### src/hdl/oscsc_pkg.sv
// constants and types for the oscillator start-up control block
package oscsc_pkg;

	// ************************************************************
	// timing
	// ************************************************************
	localparam int unsigned CLK_PERIOD_NS = 20;
	localparam int unsigned HF_SETTLE_MIN_NS = 2000000;
	// strictly more than the minimum, so one extra cycle
	localparam int unsigned HF_SETTLE_MIN_CYC = HF_SETTLE_MIN_NS / CLK_PERIOD_NS + 1;
	localparam int unsigned STEP_US = 250;
	localparam int unsigned RC_STEP_DIV = 4000;

	// ************************************************************
	// register indices (byte address is four times the index)
	// ************************************************************
	localparam logic [31:0] SYS_STATUS_IDX = 32'h5000_0014;
	localparam logic [31:0] TRIM_TIMING_IDX = 32'h5000_0016;
	localparam logic [31:0] LF_CTRL_IDX = 32'h5000_0020;
	localparam logic [31:0] HF_CTRL_IDX = 32'h5000_0022;
	localparam logic [31:0] RCX_CTRL_IDX = 32'h5000_0024;
	localparam int unsigned DEC_W = 10;

	// ************************************************************
	// reset values and writable masks
	// ************************************************************
	localparam logic [15:0] TRIM_TIMING_RST = 16'h00a2;
	localparam logic [15:0] LF_CTRL_RST = 16'h079c;
	localparam logic [15:0] HF_CTRL_RST = 16'h00a0;
	localparam logic [15:0] RCX_CTRL_RST = 16'h0178;
	localparam logic [15:0] TRIM_TIMING_MASK = 16'h00ff;
	localparam logic [15:0] LF_CTRL_MASK = 16'h1fff;
	localparam logic [15:0] HF_CTRL_MASK = 16'h03ff;
	localparam logic [15:0] RCX_CTRL_MASK = 16'h1fff;

	// ************************************************************
	// field positions
	// ************************************************************
	localparam int unsigned ST_SETTLED = 7;
	localparam int unsigned ST_TRIM_READY = 6;
	localparam int unsigned ST_DBG_UP = 5;
	localparam int unsigned ST_DBG_DOWN = 4;
	localparam int unsigned ST_PER_UP = 3;
	localparam int unsigned ST_PER_DOWN = 2;
	localparam int unsigned ST_RAD_UP = 1;
	localparam int unsigned ST_RAD_DOWN = 0;
	localparam int unsigned TT_TRIM_LSB = 4;
	localparam int unsigned TT_SETTLE_LSB = 0;
	localparam int unsigned LF_AMPREG = 12;
	localparam int unsigned LF_RC_TRIM_LSB = 8;
	localparam int unsigned LF_RC_ON = 7;
	localparam int unsigned LF_CUR_LSB = 3;
	localparam int unsigned LF_RBIAS_LSB = 1;
	localparam int unsigned LF_XTAL_ON = 0;
	localparam int unsigned HF_NOISE = 9;
	localparam int unsigned HF_BIAS_HOLD = 8;
	localparam int unsigned HF_CUR_LSB = 5;
	localparam int unsigned HF_RC_TRIM_LSB = 1;
	localparam int unsigned HF_RC_ON = 0;
	localparam int unsigned RCX_SELECT = 12;
	localparam int unsigned RCX_ON = 11;
	localparam int unsigned RCX_LOWF = 10;
	localparam int unsigned RCX_BIAS_LSB = 8;
	localparam int unsigned RCX_TEMP_LSB = 4;
	localparam int unsigned RCX_TRIM_LSB = 0;

	// ************************************************************
	// start-up sequence states
	// ************************************************************
	typedef enum logic [1:0] {
		OSCSC_IDLE = 2'b00,
		OSCSC_TRIM_WAIT = 2'b01,
		OSCSC_SETTLE_WAIT = 2'b10,
		OSCSC_DONE = 2'b11
	} oscsc_state_t;

endpackage

### src/hdl/oscsc_top.sv
// oscillator start-up control: register file and crystal start-up timer
//
// Our own choice: the APB register port.
`timescale 1ns/1ps
module oscsc_top
	import oscsc_pkg::*;
#(
	parameter int unsigned TRIM_W = 8,
	parameter int unsigned STEP_DIV = RC_STEP_DIV,
	parameter int unsigned MIN_SETTLE_CYC = HF_SETTLE_MIN_CYC
) (
	input wire logic pclk,
	input wire logic presetn,
	input wire logic psel,
	input wire logic penable,
	input wire logic pwrite,
	input wire logic [31:0] paddr,
	input wire logic [31:0] pwdata,
	input wire logic [3:0] pstrb,
	output logic [31:0] prdata,
	output logic pready,
	output logic pslverr,
	input wire logic hf_crystal_en,
	input wire logic hf_rc_clk_tick,
	input wire logic [TRIM_W-1:0] frequency_trim_value,
	input wire logic debug_domain_pwr,
	input wire logic periph_domain_pwr,
	input wire logic radio_domain_pwr,
	output logic [TRIM_W-1:0] hf_crystal_applied_trim,
	output logic hf_crystal_settled_flag,
	output logic hf_crystal_trim_ready_flag,
	output logic lf_crystal_amp_reg_off,
	output logic [3:0] lf_rc_trim,
	output logic lf_rc_on,
	output logic [3:0] lf_crystal_bias_current,
	output logic [1:0] lf_crystal_bias_resistor,
	output logic lf_crystal_on,
	output logic hf_crystal_noise_filter_on,
	output logic hf_crystal_bias_hold_on,
	output logic [2:0] hf_crystal_bias_current,
	output logic [3:0] hf_rc_trim,
	output logic hf_rc_on,
	output logic extra_rc_select,
	output logic extra_rc_on,
	output logic extra_rc_low_freq,
	output logic [1:0] extra_rc_bias,
	output logic [3:0] extra_rc_temp_control,
	output logic [3:0] extra_rc_trim
);

	// ************************************************************
	// functions
	// ************************************************************
	function automatic logic reg_hit(input logic [31:0] addr, input logic [31:0] idx);
		reg_hit = (addr[DEC_W+1:2] == idx[DEC_W-1:0]) && (addr[1:0] == 2'b00);
	endfunction

	function automatic logic [15:0] wr_merge(input logic [15:0] old,
		input logic [31:0] wdata, input logic [3:0] strb, input logic [15:0] mask);
		logic [15:0] lanes;
		lanes = {{8{strb[1]}}, {8{strb[0]}}} & mask;
		wr_merge = (old & ~lanes) | (wdata[15:0] & lanes);
	endfunction

	localparam int unsigned DIV_W = $clog2(STEP_DIV);
	localparam int unsigned MIN_W = $clog2(MIN_SETTLE_CYC + 1);
	localparam logic [DIV_W-1:0] DIV_LAST = DIV_W'(STEP_DIV - 1);
	localparam logic [MIN_W-1:0] MIN_LAST = MIN_W'(MIN_SETTLE_CYC);

	logic [15:0] trim_timing_r;
	logic [15:0] lf_ctrl_r;
	logic [15:0] hf_ctrl_r;
	logic [15:0] rcx_ctrl_r;
	logic [7:0] status_val;
	logic [5:0] dom_r;
	logic [31:0] prdata_r;
	logic pslverr_r;
	logic wr_acc;
	logic hit_status;
	logic hit_timing;
	logic hit_lf;
	logic hit_hf;
	logic hit_rcx;
	logic hit_any;
	logic [DIV_W-1:0] div_cnt_r;
	logic step_tick;
	logic en_d_r;
	logic en_rise;
	oscsc_state_t state_r;
	oscsc_state_t state_nxt;
	logic [3:0] step_cnt_r;
	logic [3:0] step_cnt_nxt;
	logic [MIN_W-1:0] min_cnt_r;
	logic min_done;
	logic [TRIM_W-1:0] applied_trim_r;
	logic apply_now;
	logic settled_r;
	logic trim_ready_r;
	logic [3:0] trim_code;
	logic [3:0] settle_code;

	// ************************************************************
	// apb decode
	// ************************************************************
	assign hit_status = reg_hit(paddr, SYS_STATUS_IDX);
	assign hit_timing = reg_hit(paddr, TRIM_TIMING_IDX);
	assign hit_lf = reg_hit(paddr, LF_CTRL_IDX);
	assign hit_hf = reg_hit(paddr, HF_CTRL_IDX);
	assign hit_rcx = reg_hit(paddr, RCX_CTRL_IDX);
	assign hit_any = hit_status | hit_timing | hit_lf | hit_hf | hit_rcx;
	assign wr_acc = psel & penable & pwrite;
	// zero wait state slave
	assign pready = 1'b1;
	assign prdata = prdata_r;
	assign pslverr = pslverr_r;

	// read data is presented during the access phase
	always_ff @(posedge pclk or negedge presetn) begin
		if (!presetn) begin
			prdata_r <= 32'h0000_0000;
		end else if (psel & ~penable & ~pwrite) begin
			if (hit_status) begin
				prdata_r <= {24'h00_0000, status_val};
			end else if (hit_timing) begin
				prdata_r <= {16'h0000, trim_timing_r};
			end else if (hit_lf) begin
				prdata_r <= {16'h0000, lf_ctrl_r};
			end else if (hit_hf) begin
				prdata_r <= {16'h0000, hf_ctrl_r};
			end else if (hit_rcx) begin
				prdata_r <= {16'h0000, rcx_ctrl_r};
			end else begin
				prdata_r <= 32'h0000_0000;
			end
		end
	end

	// unmapped addresses answer with an error
	always_ff @(posedge pclk or negedge presetn) begin
		if (!presetn) begin
			pslverr_r <= 1'b0;
		end else begin
			pslverr_r <= psel & ~penable & ~hit_any;
		end
	end

	// ************************************************************
	// control registers
	// ************************************************************
	always_ff @(posedge pclk or negedge presetn) begin
		if (!presetn) begin
			trim_timing_r <= TRIM_TIMING_RST;
		end else if (wr_acc & hit_timing) begin
			trim_timing_r <= wr_merge(trim_timing_r, pwdata, pstrb, TRIM_TIMING_MASK);
		end
	end
	always_ff @(posedge pclk or negedge presetn) begin
		if (!presetn) begin
			lf_ctrl_r <= LF_CTRL_RST;
		end else if (wr_acc & hit_lf) begin
			lf_ctrl_r <= wr_merge(lf_ctrl_r, pwdata, pstrb, LF_CTRL_MASK);
		end
	end
	always_ff @(posedge pclk or negedge presetn) begin
		if (!presetn) begin
			hf_ctrl_r <= HF_CTRL_RST;
		end else if (wr_acc & hit_hf) begin
			hf_ctrl_r <= wr_merge(hf_ctrl_r, pwdata, pstrb, HF_CTRL_MASK);
		end
	end
	always_ff @(posedge pclk or negedge presetn) begin
		if (!presetn) begin
			rcx_ctrl_r <= RCX_CTRL_RST;
		end else if (wr_acc & hit_rcx) begin
			rcx_ctrl_r <= wr_merge(rcx_ctrl_r, pwdata, pstrb, RCX_CTRL_MASK);
		end
	end

	assign trim_code = trim_timing_r[TT_TRIM_LSB +: 4];
	assign settle_code = trim_timing_r[TT_SETTLE_LSB +: 4];

	// ************************************************************
	// oscillator control fields
	// ************************************************************
	// 32 kHz amplitude regulation bit kept for software
	assign lf_crystal_amp_reg_off = lf_ctrl_r[LF_AMPREG];
	assign lf_rc_trim = lf_ctrl_r[LF_RC_TRIM_LSB +: 4];
	assign lf_rc_on = lf_ctrl_r[LF_RC_ON];
	assign lf_crystal_on = lf_ctrl_r[LF_XTAL_ON];
	assign lf_crystal_bias_current = lf_ctrl_r[LF_CUR_LSB +: 4];
	assign lf_crystal_bias_resistor = lf_ctrl_r[LF_RBIAS_LSB +: 2];
	assign hf_crystal_noise_filter_on = hf_ctrl_r[HF_NOISE];
	assign hf_crystal_bias_hold_on = hf_ctrl_r[HF_BIAS_HOLD];
	assign hf_crystal_bias_current = hf_ctrl_r[HF_CUR_LSB +: 3];
	assign hf_rc_trim = hf_ctrl_r[HF_RC_TRIM_LSB +: 4];
	assign hf_rc_on = hf_ctrl_r[HF_RC_ON];
	assign extra_rc_select = rcx_ctrl_r[RCX_SELECT];
	assign extra_rc_on = rcx_ctrl_r[RCX_ON];
	assign extra_rc_low_freq = rcx_ctrl_r[RCX_LOWF];
	assign extra_rc_bias = rcx_ctrl_r[RCX_BIAS_LSB +: 2];
	assign extra_rc_temp_control = rcx_ctrl_r[RCX_TEMP_LSB +: 4];
	assign extra_rc_trim = rcx_ctrl_r[RCX_TRIM_LSB +: 4];

	// ************************************************************
	// step tick
	// ************************************************************
	// count rc clock edges, free running
	always_ff @(posedge pclk or negedge presetn) begin
		if (!presetn) begin
			div_cnt_r <= '0;
		end else if (hf_rc_clk_tick) begin
			if (div_cnt_r == DIV_LAST) begin
				div_cnt_r <= '0;
			end else begin
				div_cnt_r <= div_cnt_r + 1'b1;
			end
		end
	end
	assign step_tick = hf_rc_clk_tick && (div_cnt_r == DIV_LAST);

	// ************************************************************
	// start-up sequence
	// ************************************************************
	always_ff @(posedge pclk or negedge presetn) begin
		if (!presetn) begin
			en_d_r <= 1'b0;
		end else begin
			en_d_r <= hf_crystal_en;
		end
	end
	assign en_rise = hf_crystal_en & ~en_d_r;

	always_comb begin
		state_nxt = state_r;
		step_cnt_nxt = step_cnt_r;
		apply_now = 1'b0;
		case (state_r)
			OSCSC_IDLE: begin
				if (en_rise) begin
					// code zero applies trim at once
					if (trim_code == 4'h0) begin
						apply_now = 1'b1;
						state_nxt = OSCSC_SETTLE_WAIT;
						step_cnt_nxt = settle_code;
					end else begin
						state_nxt = OSCSC_TRIM_WAIT;
						step_cnt_nxt = trim_code;
					end
				end
			end
			OSCSC_TRIM_WAIT: begin
				if (step_tick) begin
					if (step_cnt_r == 4'h1) begin
						apply_now = 1'b1;
						state_nxt = OSCSC_SETTLE_WAIT;
						step_cnt_nxt = settle_code;
					end else begin
						step_cnt_nxt = step_cnt_r - 4'h1;
					end
				end
			end
			OSCSC_SETTLE_WAIT: begin
				// zero settle code finishes at once
				if (step_cnt_r == 4'h0) begin
					state_nxt = OSCSC_DONE;
				end else if (step_tick) begin
					step_cnt_nxt = step_cnt_r - 4'h1;
				end
			end
			OSCSC_DONE: state_nxt = OSCSC_DONE;
			default: begin
				state_nxt = OSCSC_IDLE;
			end
		endcase
		// disable aborts, a new enable restarts
		if (!hf_crystal_en) begin
			state_nxt = OSCSC_IDLE;
			apply_now = 1'b0;
		end
	end

	always_ff @(posedge pclk or negedge presetn) begin
		if (!presetn) begin
			state_r <= OSCSC_IDLE;
		end else begin
			state_r <= state_nxt;
		end
	end

	always_ff @(posedge pclk or negedge presetn) begin
		if (!presetn) begin
			step_cnt_r <= 4'h0;
		end else begin
			step_cnt_r <= step_cnt_nxt;
		end
	end

	always_ff @(posedge pclk or negedge presetn) begin
		if (!presetn) begin
			min_cnt_r <= '0;
		end else if (!hf_crystal_en || en_rise) begin
			min_cnt_r <= '0;
		end else if (min_cnt_r != MIN_LAST) begin
			min_cnt_r <= min_cnt_r + 1'b1;
		end
	end
	assign min_done = (min_cnt_r == MIN_LAST);

	// latch the trim value when applied
	always_ff @(posedge pclk or negedge presetn) begin
		if (!presetn) begin
			applied_trim_r <= '0;
		end else if (apply_now) begin
			applied_trim_r <= frequency_trim_value;
		end
	end

	// settled needs sequence done and minimum time
	always_ff @(posedge pclk or negedge presetn) begin
		if (!presetn) begin
			settled_r <= 1'b0;
		end else begin
			settled_r <= (state_r == OSCSC_DONE) && min_done && hf_crystal_en;
		end
	end

	// trim ready compares applied with programmed after apply; high in idle, low from enable rise until apply
	always_ff @(posedge pclk or negedge presetn) begin
		if (!presetn) begin
			trim_ready_r <= 1'b1;
		end else if (state_r == OSCSC_SETTLE_WAIT || state_r == OSCSC_DONE) begin
			trim_ready_r <= (applied_trim_r == frequency_trim_value);
		end else begin
			trim_ready_r <= (state_r == OSCSC_IDLE) && !en_rise;
		end
	end

	assign hf_crystal_applied_trim = applied_trim_r;
	assign hf_crystal_settled_flag = settled_r;
	assign hf_crystal_trim_ready_flag = trim_ready_r;

	// ************************************************************
	// status
	// ************************************************************
	// domain pairs, down bits reset high
	always_ff @(posedge pclk or negedge presetn) begin
		if (!presetn) begin
			dom_r <= 6'h15;
		end else begin
			dom_r[ST_DBG_UP] <= debug_domain_pwr;
			dom_r[ST_DBG_DOWN] <= ~debug_domain_pwr;
			dom_r[ST_PER_UP] <= periph_domain_pwr;
			dom_r[ST_PER_DOWN] <= ~periph_domain_pwr;
			dom_r[ST_RAD_UP] <= radio_domain_pwr;
			dom_r[ST_RAD_DOWN] <= ~radio_domain_pwr;
		end
	end
	assign status_val = {settled_r, trim_ready_r, dom_r};

endmodule

### config.mk
export PLATFORM = sky130hd
export DESIGN_NAME = oscsc_top
export DESIGN_NICKNAME = d
export VERILOG_FILES = /design/src/hdl/oscsc_pkg.sv /design/src/hdl/oscsc_top.sv
export SDC_FILE = /design/constraint.sdc
export NUM_CORES = 1
export LEC_CHECK = 0
export ABC_AREA = 1
export BUFFER_PORTS_ARGS = -buffer_cell sky130_fd_sc_hd__buf_2
export CAP_MARGIN = 20
export CORE_MARGIN = 5
export CORE_UTILIZATION = 48
export DETAILED_ROUTE_END_ITERATION = 7
export PLACE_DENSITY_LB_ADDON = 0.08
export SKIP_LAST_GASP = 1
export SLEW_MARGIN = 40
export SYNTH_ARGS = -nofsm -noshare
export SYNTH_HDL_FRONTEND = slang
export SYNTH_SLANG_ARGS = --single-unit
### constraint.sdc
create_clock -name pclk -period 1.77 [get_ports pclk]
set_input_delay 0.531 -clock pclk [delete_from_list [all_inputs] [get_ports pclk]]
set_output_delay 0.531 -clock pclk [all_outputs]
set_load 0.01 [all_outputs]
==> After elaboration in Yosys (flattened, before gate mapping) <==
Cells that the tools add are included.
{ "classes": {"n_addsub": 3, "mul": 0, "div_mod_pow": 0, "magnitude_cmp": 0, "eq_ne": 21, "shifts": 0, "muxes": 29, "bitwise_logic": 35, "n_reduce_logical": 21} }
{ "ops": {"columns": ["operator", "n"], "rows": [
  ["$mux W16", 5],
  ["$and A16 B16 Y16", 4],
  ["$or A16 B16 Y16", 4],
  ["$mux W17", 2],
  ["$eq A10 B6 Y1 const B", 3],
  ["$mux W4", 6],
  ["$eq A10 B5 Y1 const B", 2],
  ["$add A17 B1 Y17 const B", 1],
  ["$eq A17 B17 Y1 const B", 1],
  ["$ne A17 B17 Y1 const B", 1],
  ["$and A16 B10 Y16", 1],
  ["$and A16 B13 Y16", 1],
  ["$and A16 B8 Y16", 1],
  ["$not A10 Y16", 1],
  ["$not A13 Y16", 1],
  ["$not A8 Y16", 1],
  ["$add A12 B1 Y12 const B", 1],
  ["$eq A12 B12 Y1 const B", 1],
  ["$mux W12", 1],
  ["$mux W2", 6],
  ["$ne A3 B3 Y1 const B", 4],
  ["$pmux W4 S3", 1],
  ["$and A1 B1 Y1", 10],
  ["$logic_and A1 B1 Y1", 9],
  ["19 further kinds", 41]
]} }
{ "word_totals": {"reg_bits": 149, "latch_bits": 0, "ramBits": 0, "romBits": 0, "in_bits": 86, "output_inout_bits": 80, "elab_cells": 124, "memories": 0} }

==> Longest topological paths before layout <==
{ "logic_depth": {"ltp_word": 8, "ltp_mapped": 10, "mapped_depth_nobuf": 10} }

==> Worst setup path before layout <==
OpenSTA, ideal clock, no wires.
{ "synth_path": {"path_type": "input to register", "startpoint": "input port paddr[11]", "endpoint": "register (tool-made name)", "setup_ns": 0.121, "arrival_ns": 1.499, "required_time_ns": 1.649, "slack_ns": 0.150, "path_stages": 9, "n_path_buf": 1, "cell_sequence": "nor2_2 nand2_4 nor2_8 nand2_4 nor2_8 nand2_4 buf_6 nand2_2 o21ai_2"} }
{ "synth_lines": {"columns": ["item", "line", "rtl"], "rows": [
  ["from (decl)", "oscsc_top.sv:17", "input wire logic [31:0] paddr,"]
]} }

==> Worst setup path after layout <==
{ "layout_path": {"startpoint": "register div_cnt_r[0]", "endpoint": "register applied_trim_r[3], in the netlist hf_crystal_applied_trim[3]"} }
{ "layout_via": {"elab_chain_cells": 5} }
{ "layout_rtl": {"columns": ["item", "line", "rtl"], "rows": [
  ["from (decl)", "oscsc_top.sv:85", "logic [DIV_W-1:0] div_cnt_r;"],
  ["from (signal assigned)", "oscsc_top.sv:215", "div_cnt_r <= div_cnt_r + 1'b1;"],
  ["$eq A12 B12 Y1", "oscsc_top.sv:219", "assign step_tick = hf_rc_clk_tick && (div_cnt_r == DIV_LAST);"],
  ["$logic_and A1 B1 Y1", "oscsc_top.sv:219", null],
  ["$mux W1", "oscsc_top.sv:252", "if (step_tick) begin"],
  ["$pmux W1 S2", "oscsc_top.sv:237", "case (state_r)"],
  ["$mux W1", "oscsc_top.sv:276", "if (!hf_crystal_en) begin"],
  ["to (signal assigned)", "oscsc_top.sv:314", "applied_trim_r <= frequency_trim_value;"],
  ["to (decl)", "oscsc_top.sv:95", "logic [TRIM_W-1:0] applied_trim_r;"]
]} }
Every way passes these cells.
A chain may end at the register's enable or synchronous reset.

==> impl_metrics.py <==
metrics = {
    "timing": {
        "layout_setup_ws_ps": 108,
        "maxSlewViolCount": 0,
        "min_period_ps": 1660,
        "hold_viol": 0,
        "timing.fmax_mhz": 602,
        "rsz0062_at_grt": "yes",
        "setup_viol": 0,
        "finalCritPeriodShare": 0.939,
        "clock_skew_ps": 7.12,
    },
    "route": {
        "first_iter_violations": 287,
        "ant_nets": 0,
        "routedWlPerCell_um": 13.6,
        "vias": 5387,
        "drt_wl_total_um": 14900,
        "vias_per_cell": 4.92,
        "firstDrtPassIters": 5,
        "drcViolationCount": 0,
    },
    "grt": {
        "grt_pass1_wl_um": 24600,
        "grt_max_degree": 33,
        "antenna_found_initial": 0,
        "grt_usage": 0.200,
        "grt_pass1_vias": 5197,
        "overflow": 0,
    },
    "synth": {
        "netlist_area_um2": 6240,
        "synth_area_per_cell_um2": 7.94,
        "synth_top_area_frac": 0.357,
        "synth_top_area_cell": "dfrtp_1",
        "synth_edf_count": 0,
        "ys_ff_latch": 110,
        "syn_inst": 786,
        "ys_warn_count": 0,
        "synthArstFlopShare": 1.00,
        "yosysSeqAreaShare": 0.445,
        "ys_top_cells_by_area": "dfrtp_1, nand2_1, dfstp_2",
        "synth_flop_cell": "dfrtp_1",
        "synth_cell_types": 43,
    },
    "cts": {
        "htree_levels": 3,
        "clockRootBuffer": "clkbuf_16",
        "cts_inserted_buffers": 9,
        "clk_pin_slew_ps": 70,
        "tritoncts": "done",
        "clk_path_buf_depth": 2,
        "clk_latency_ps": 350,
        "clock_sinks": 110,
        "ctsHoldBuffers": 0,
    },
    "placement": {
        "place_inst": 1076,
        "io_buffers": 104,
        "dp_slack_ps": -97.2,
        "hpwl_um": 11500,
        "gp_congestion": 0.872,
    },
    "floorplanning": {
        "die_area_um2": 15400,
        "io_pins": 166,
        "rows": 41,
        "core_area_um2": 12700,
        "start_util": 0.492,
        "die_w_um": 124,
        "die_y_um": 124,
    },
    "power_and_ir_drop": {
        "clkPwrFrac": 0.302,
        "power.density_nw_per_um2": 937,
        "switching_share": 0.324,
        "p_int_mw": 4.69,
        "p_leak_nw": 3.87,
        "p_sw_mw": 2.25,
        "combPwrFrac": 0.257,
        "pwr-share-seq": 0.441,
        "power_mw": 6.94,
        "peakVddDrop_v": 0.000546,
    },
    "final_layout": {
        "final_nets": 1012,
        "final_cell_mix": "nand2_1, inv_1, buf_2, dfrtp_1, nor2_1",
        "drive_above_1_share": 0.256,
        "layout_commonest_cell": "nand2_1",
        "instances_no_fill": 1094,
        "area_delta_synth_final_pct": 18.7,
    },
    "critical_path": {
        "cp-end-kind": "register",
        "r2r_slack_ps": 110,
        "arrival_ps": 1900,
        "crit_fanout": 9,
        "setup.worst_path.class": "register to register",
        "critPathLaunchType": "register",
        "worstPathRequired_ps": 2010,
    },
    "job": {
        "maxCapViolCount": 0,
    },
    "outcome": {
        "status": "finished, final reports clean",
    },
    "worst_hold_path": {
        "hold_class": "primary input to asynchronous set/reset pin",
    },
}
-- critical path, cell delays in order (launching register included) --
cell and delay, ps:
dfrtp_1 380, ha_2 210, nand2_1 110, nor2_4 160
nand4_4 160, inv_2 100, nand2_1 80, nand2_4 130
nand2_4 100, nand2_1 80, nand2_1 50
-- synth_stat cells (4+ instances only) --
library cell and instances:
o21ai_0 44, buf_4 23, xor2_1 7, o21ai_1 8, inv_1 113, buf_6 5, nand2_1 180, dfstp_2 21
or2_2 9, nor3_1 11, dfrtp_1 89, o21ai_2 16, nand3_1 61, nand4_1 25, nand2_2 8, ha_1 10
nor2_1 73, nand2_4 8, o211ai_1 4, a21oi_1 23, nor2_4 7
-- routing by layer --
metal | track usage | up-vias | routed length (um)
li1 | - | 2728 | -
met1 | 0.268 | 2528 | 6850
met2 | 0.326 | 112 | 7120
met3 | 0.0350 | 19 | 640
met4 | 0.0739 | 0 | 294
met5 | 0 | - | 0
-- cell type report --
class / count / area, um^2
Inverter: 119 / 449
Clock buffer: 13 / 260
Antenna cell: 1 / 2.50
Fill cell: 1206 / 5270
Multi-Input combinational cell: 542 / 2840
Tap cell: 172 / 215
Sequential cell: 110 / 2780
Timing Repair Buffer: 134 / 811
Clock inverter: 3 / 45.0
-- power groups by stage --
stage,clock [mW],combinational [mW],sequential (mW)
final,2.09,1.79,3.06
after floorplan,0,1.18,3.11
after global routing,2.24,2.05,3.11
after global placement,0,1.73,3.09
after CTS,2.13,1.78,3.06
after detailed placement,0,1.77,3.10
-- final timing paths --
kind,start,to,depth (start not counted)
worst min-delay path,presetn,asynchronous set/reset pin,1
worst max-delay path,div_cnt_r[0],hf_crystal_applied_trim[3],10
min in group pclk,periph_domain_pwr,dom_r[3],1
worst max register to register,div_cnt_r[0],hf_crystal_applied_trim[3],10
max in group asynchronous,presetn,asynchronous set/reset pin,2
worst min register to register,prdata[10],prdata[10],2
-- timing repair --
action / CTS / global route
gates resized for setup: 0 / 3
endpoints found under the hold margin: 0 / 0
setup endpoints to repair: 0 / 11
buffers inserted: 0 / 1
-- through the flow --
stage | hold slack [ps] | instance area, um^2 | setup TNS [ps] | utilization
detailed placement | 465 | 7070 | -891 | 0.558
floorplan | 235 | 6310 | 0 | -
global route | 98.6 | 7400 | -56.8 | 0.584
global placement | 462 | 7070 | -438 | 0.558
CTS | 88.1 | 7380 | 0 | 0.582
finish | 81.1 | 7410 | 0 | 0.584
-- cells by family (layout without fill, tap and decap cells) --
| family | Yosys count | in the layout | share of synthesized area |
|---|---|---|---|
| compound gates | 105 | 105 | 0.101 |
| xor+xnor | 10 | 10 | 0.0140 |
| simple gates | 397 | 397 | 0.306 |
| buf+inv | 152 | 269 | 0.112 |
| fa+ha+maj | 10 | 10 | 0.0201 |
| other cells | 2 | 21 | 0.00120 |
| flops | 110 | 110 | 0.445 |
Note: power is estimated with default switching activity, not from simulation.
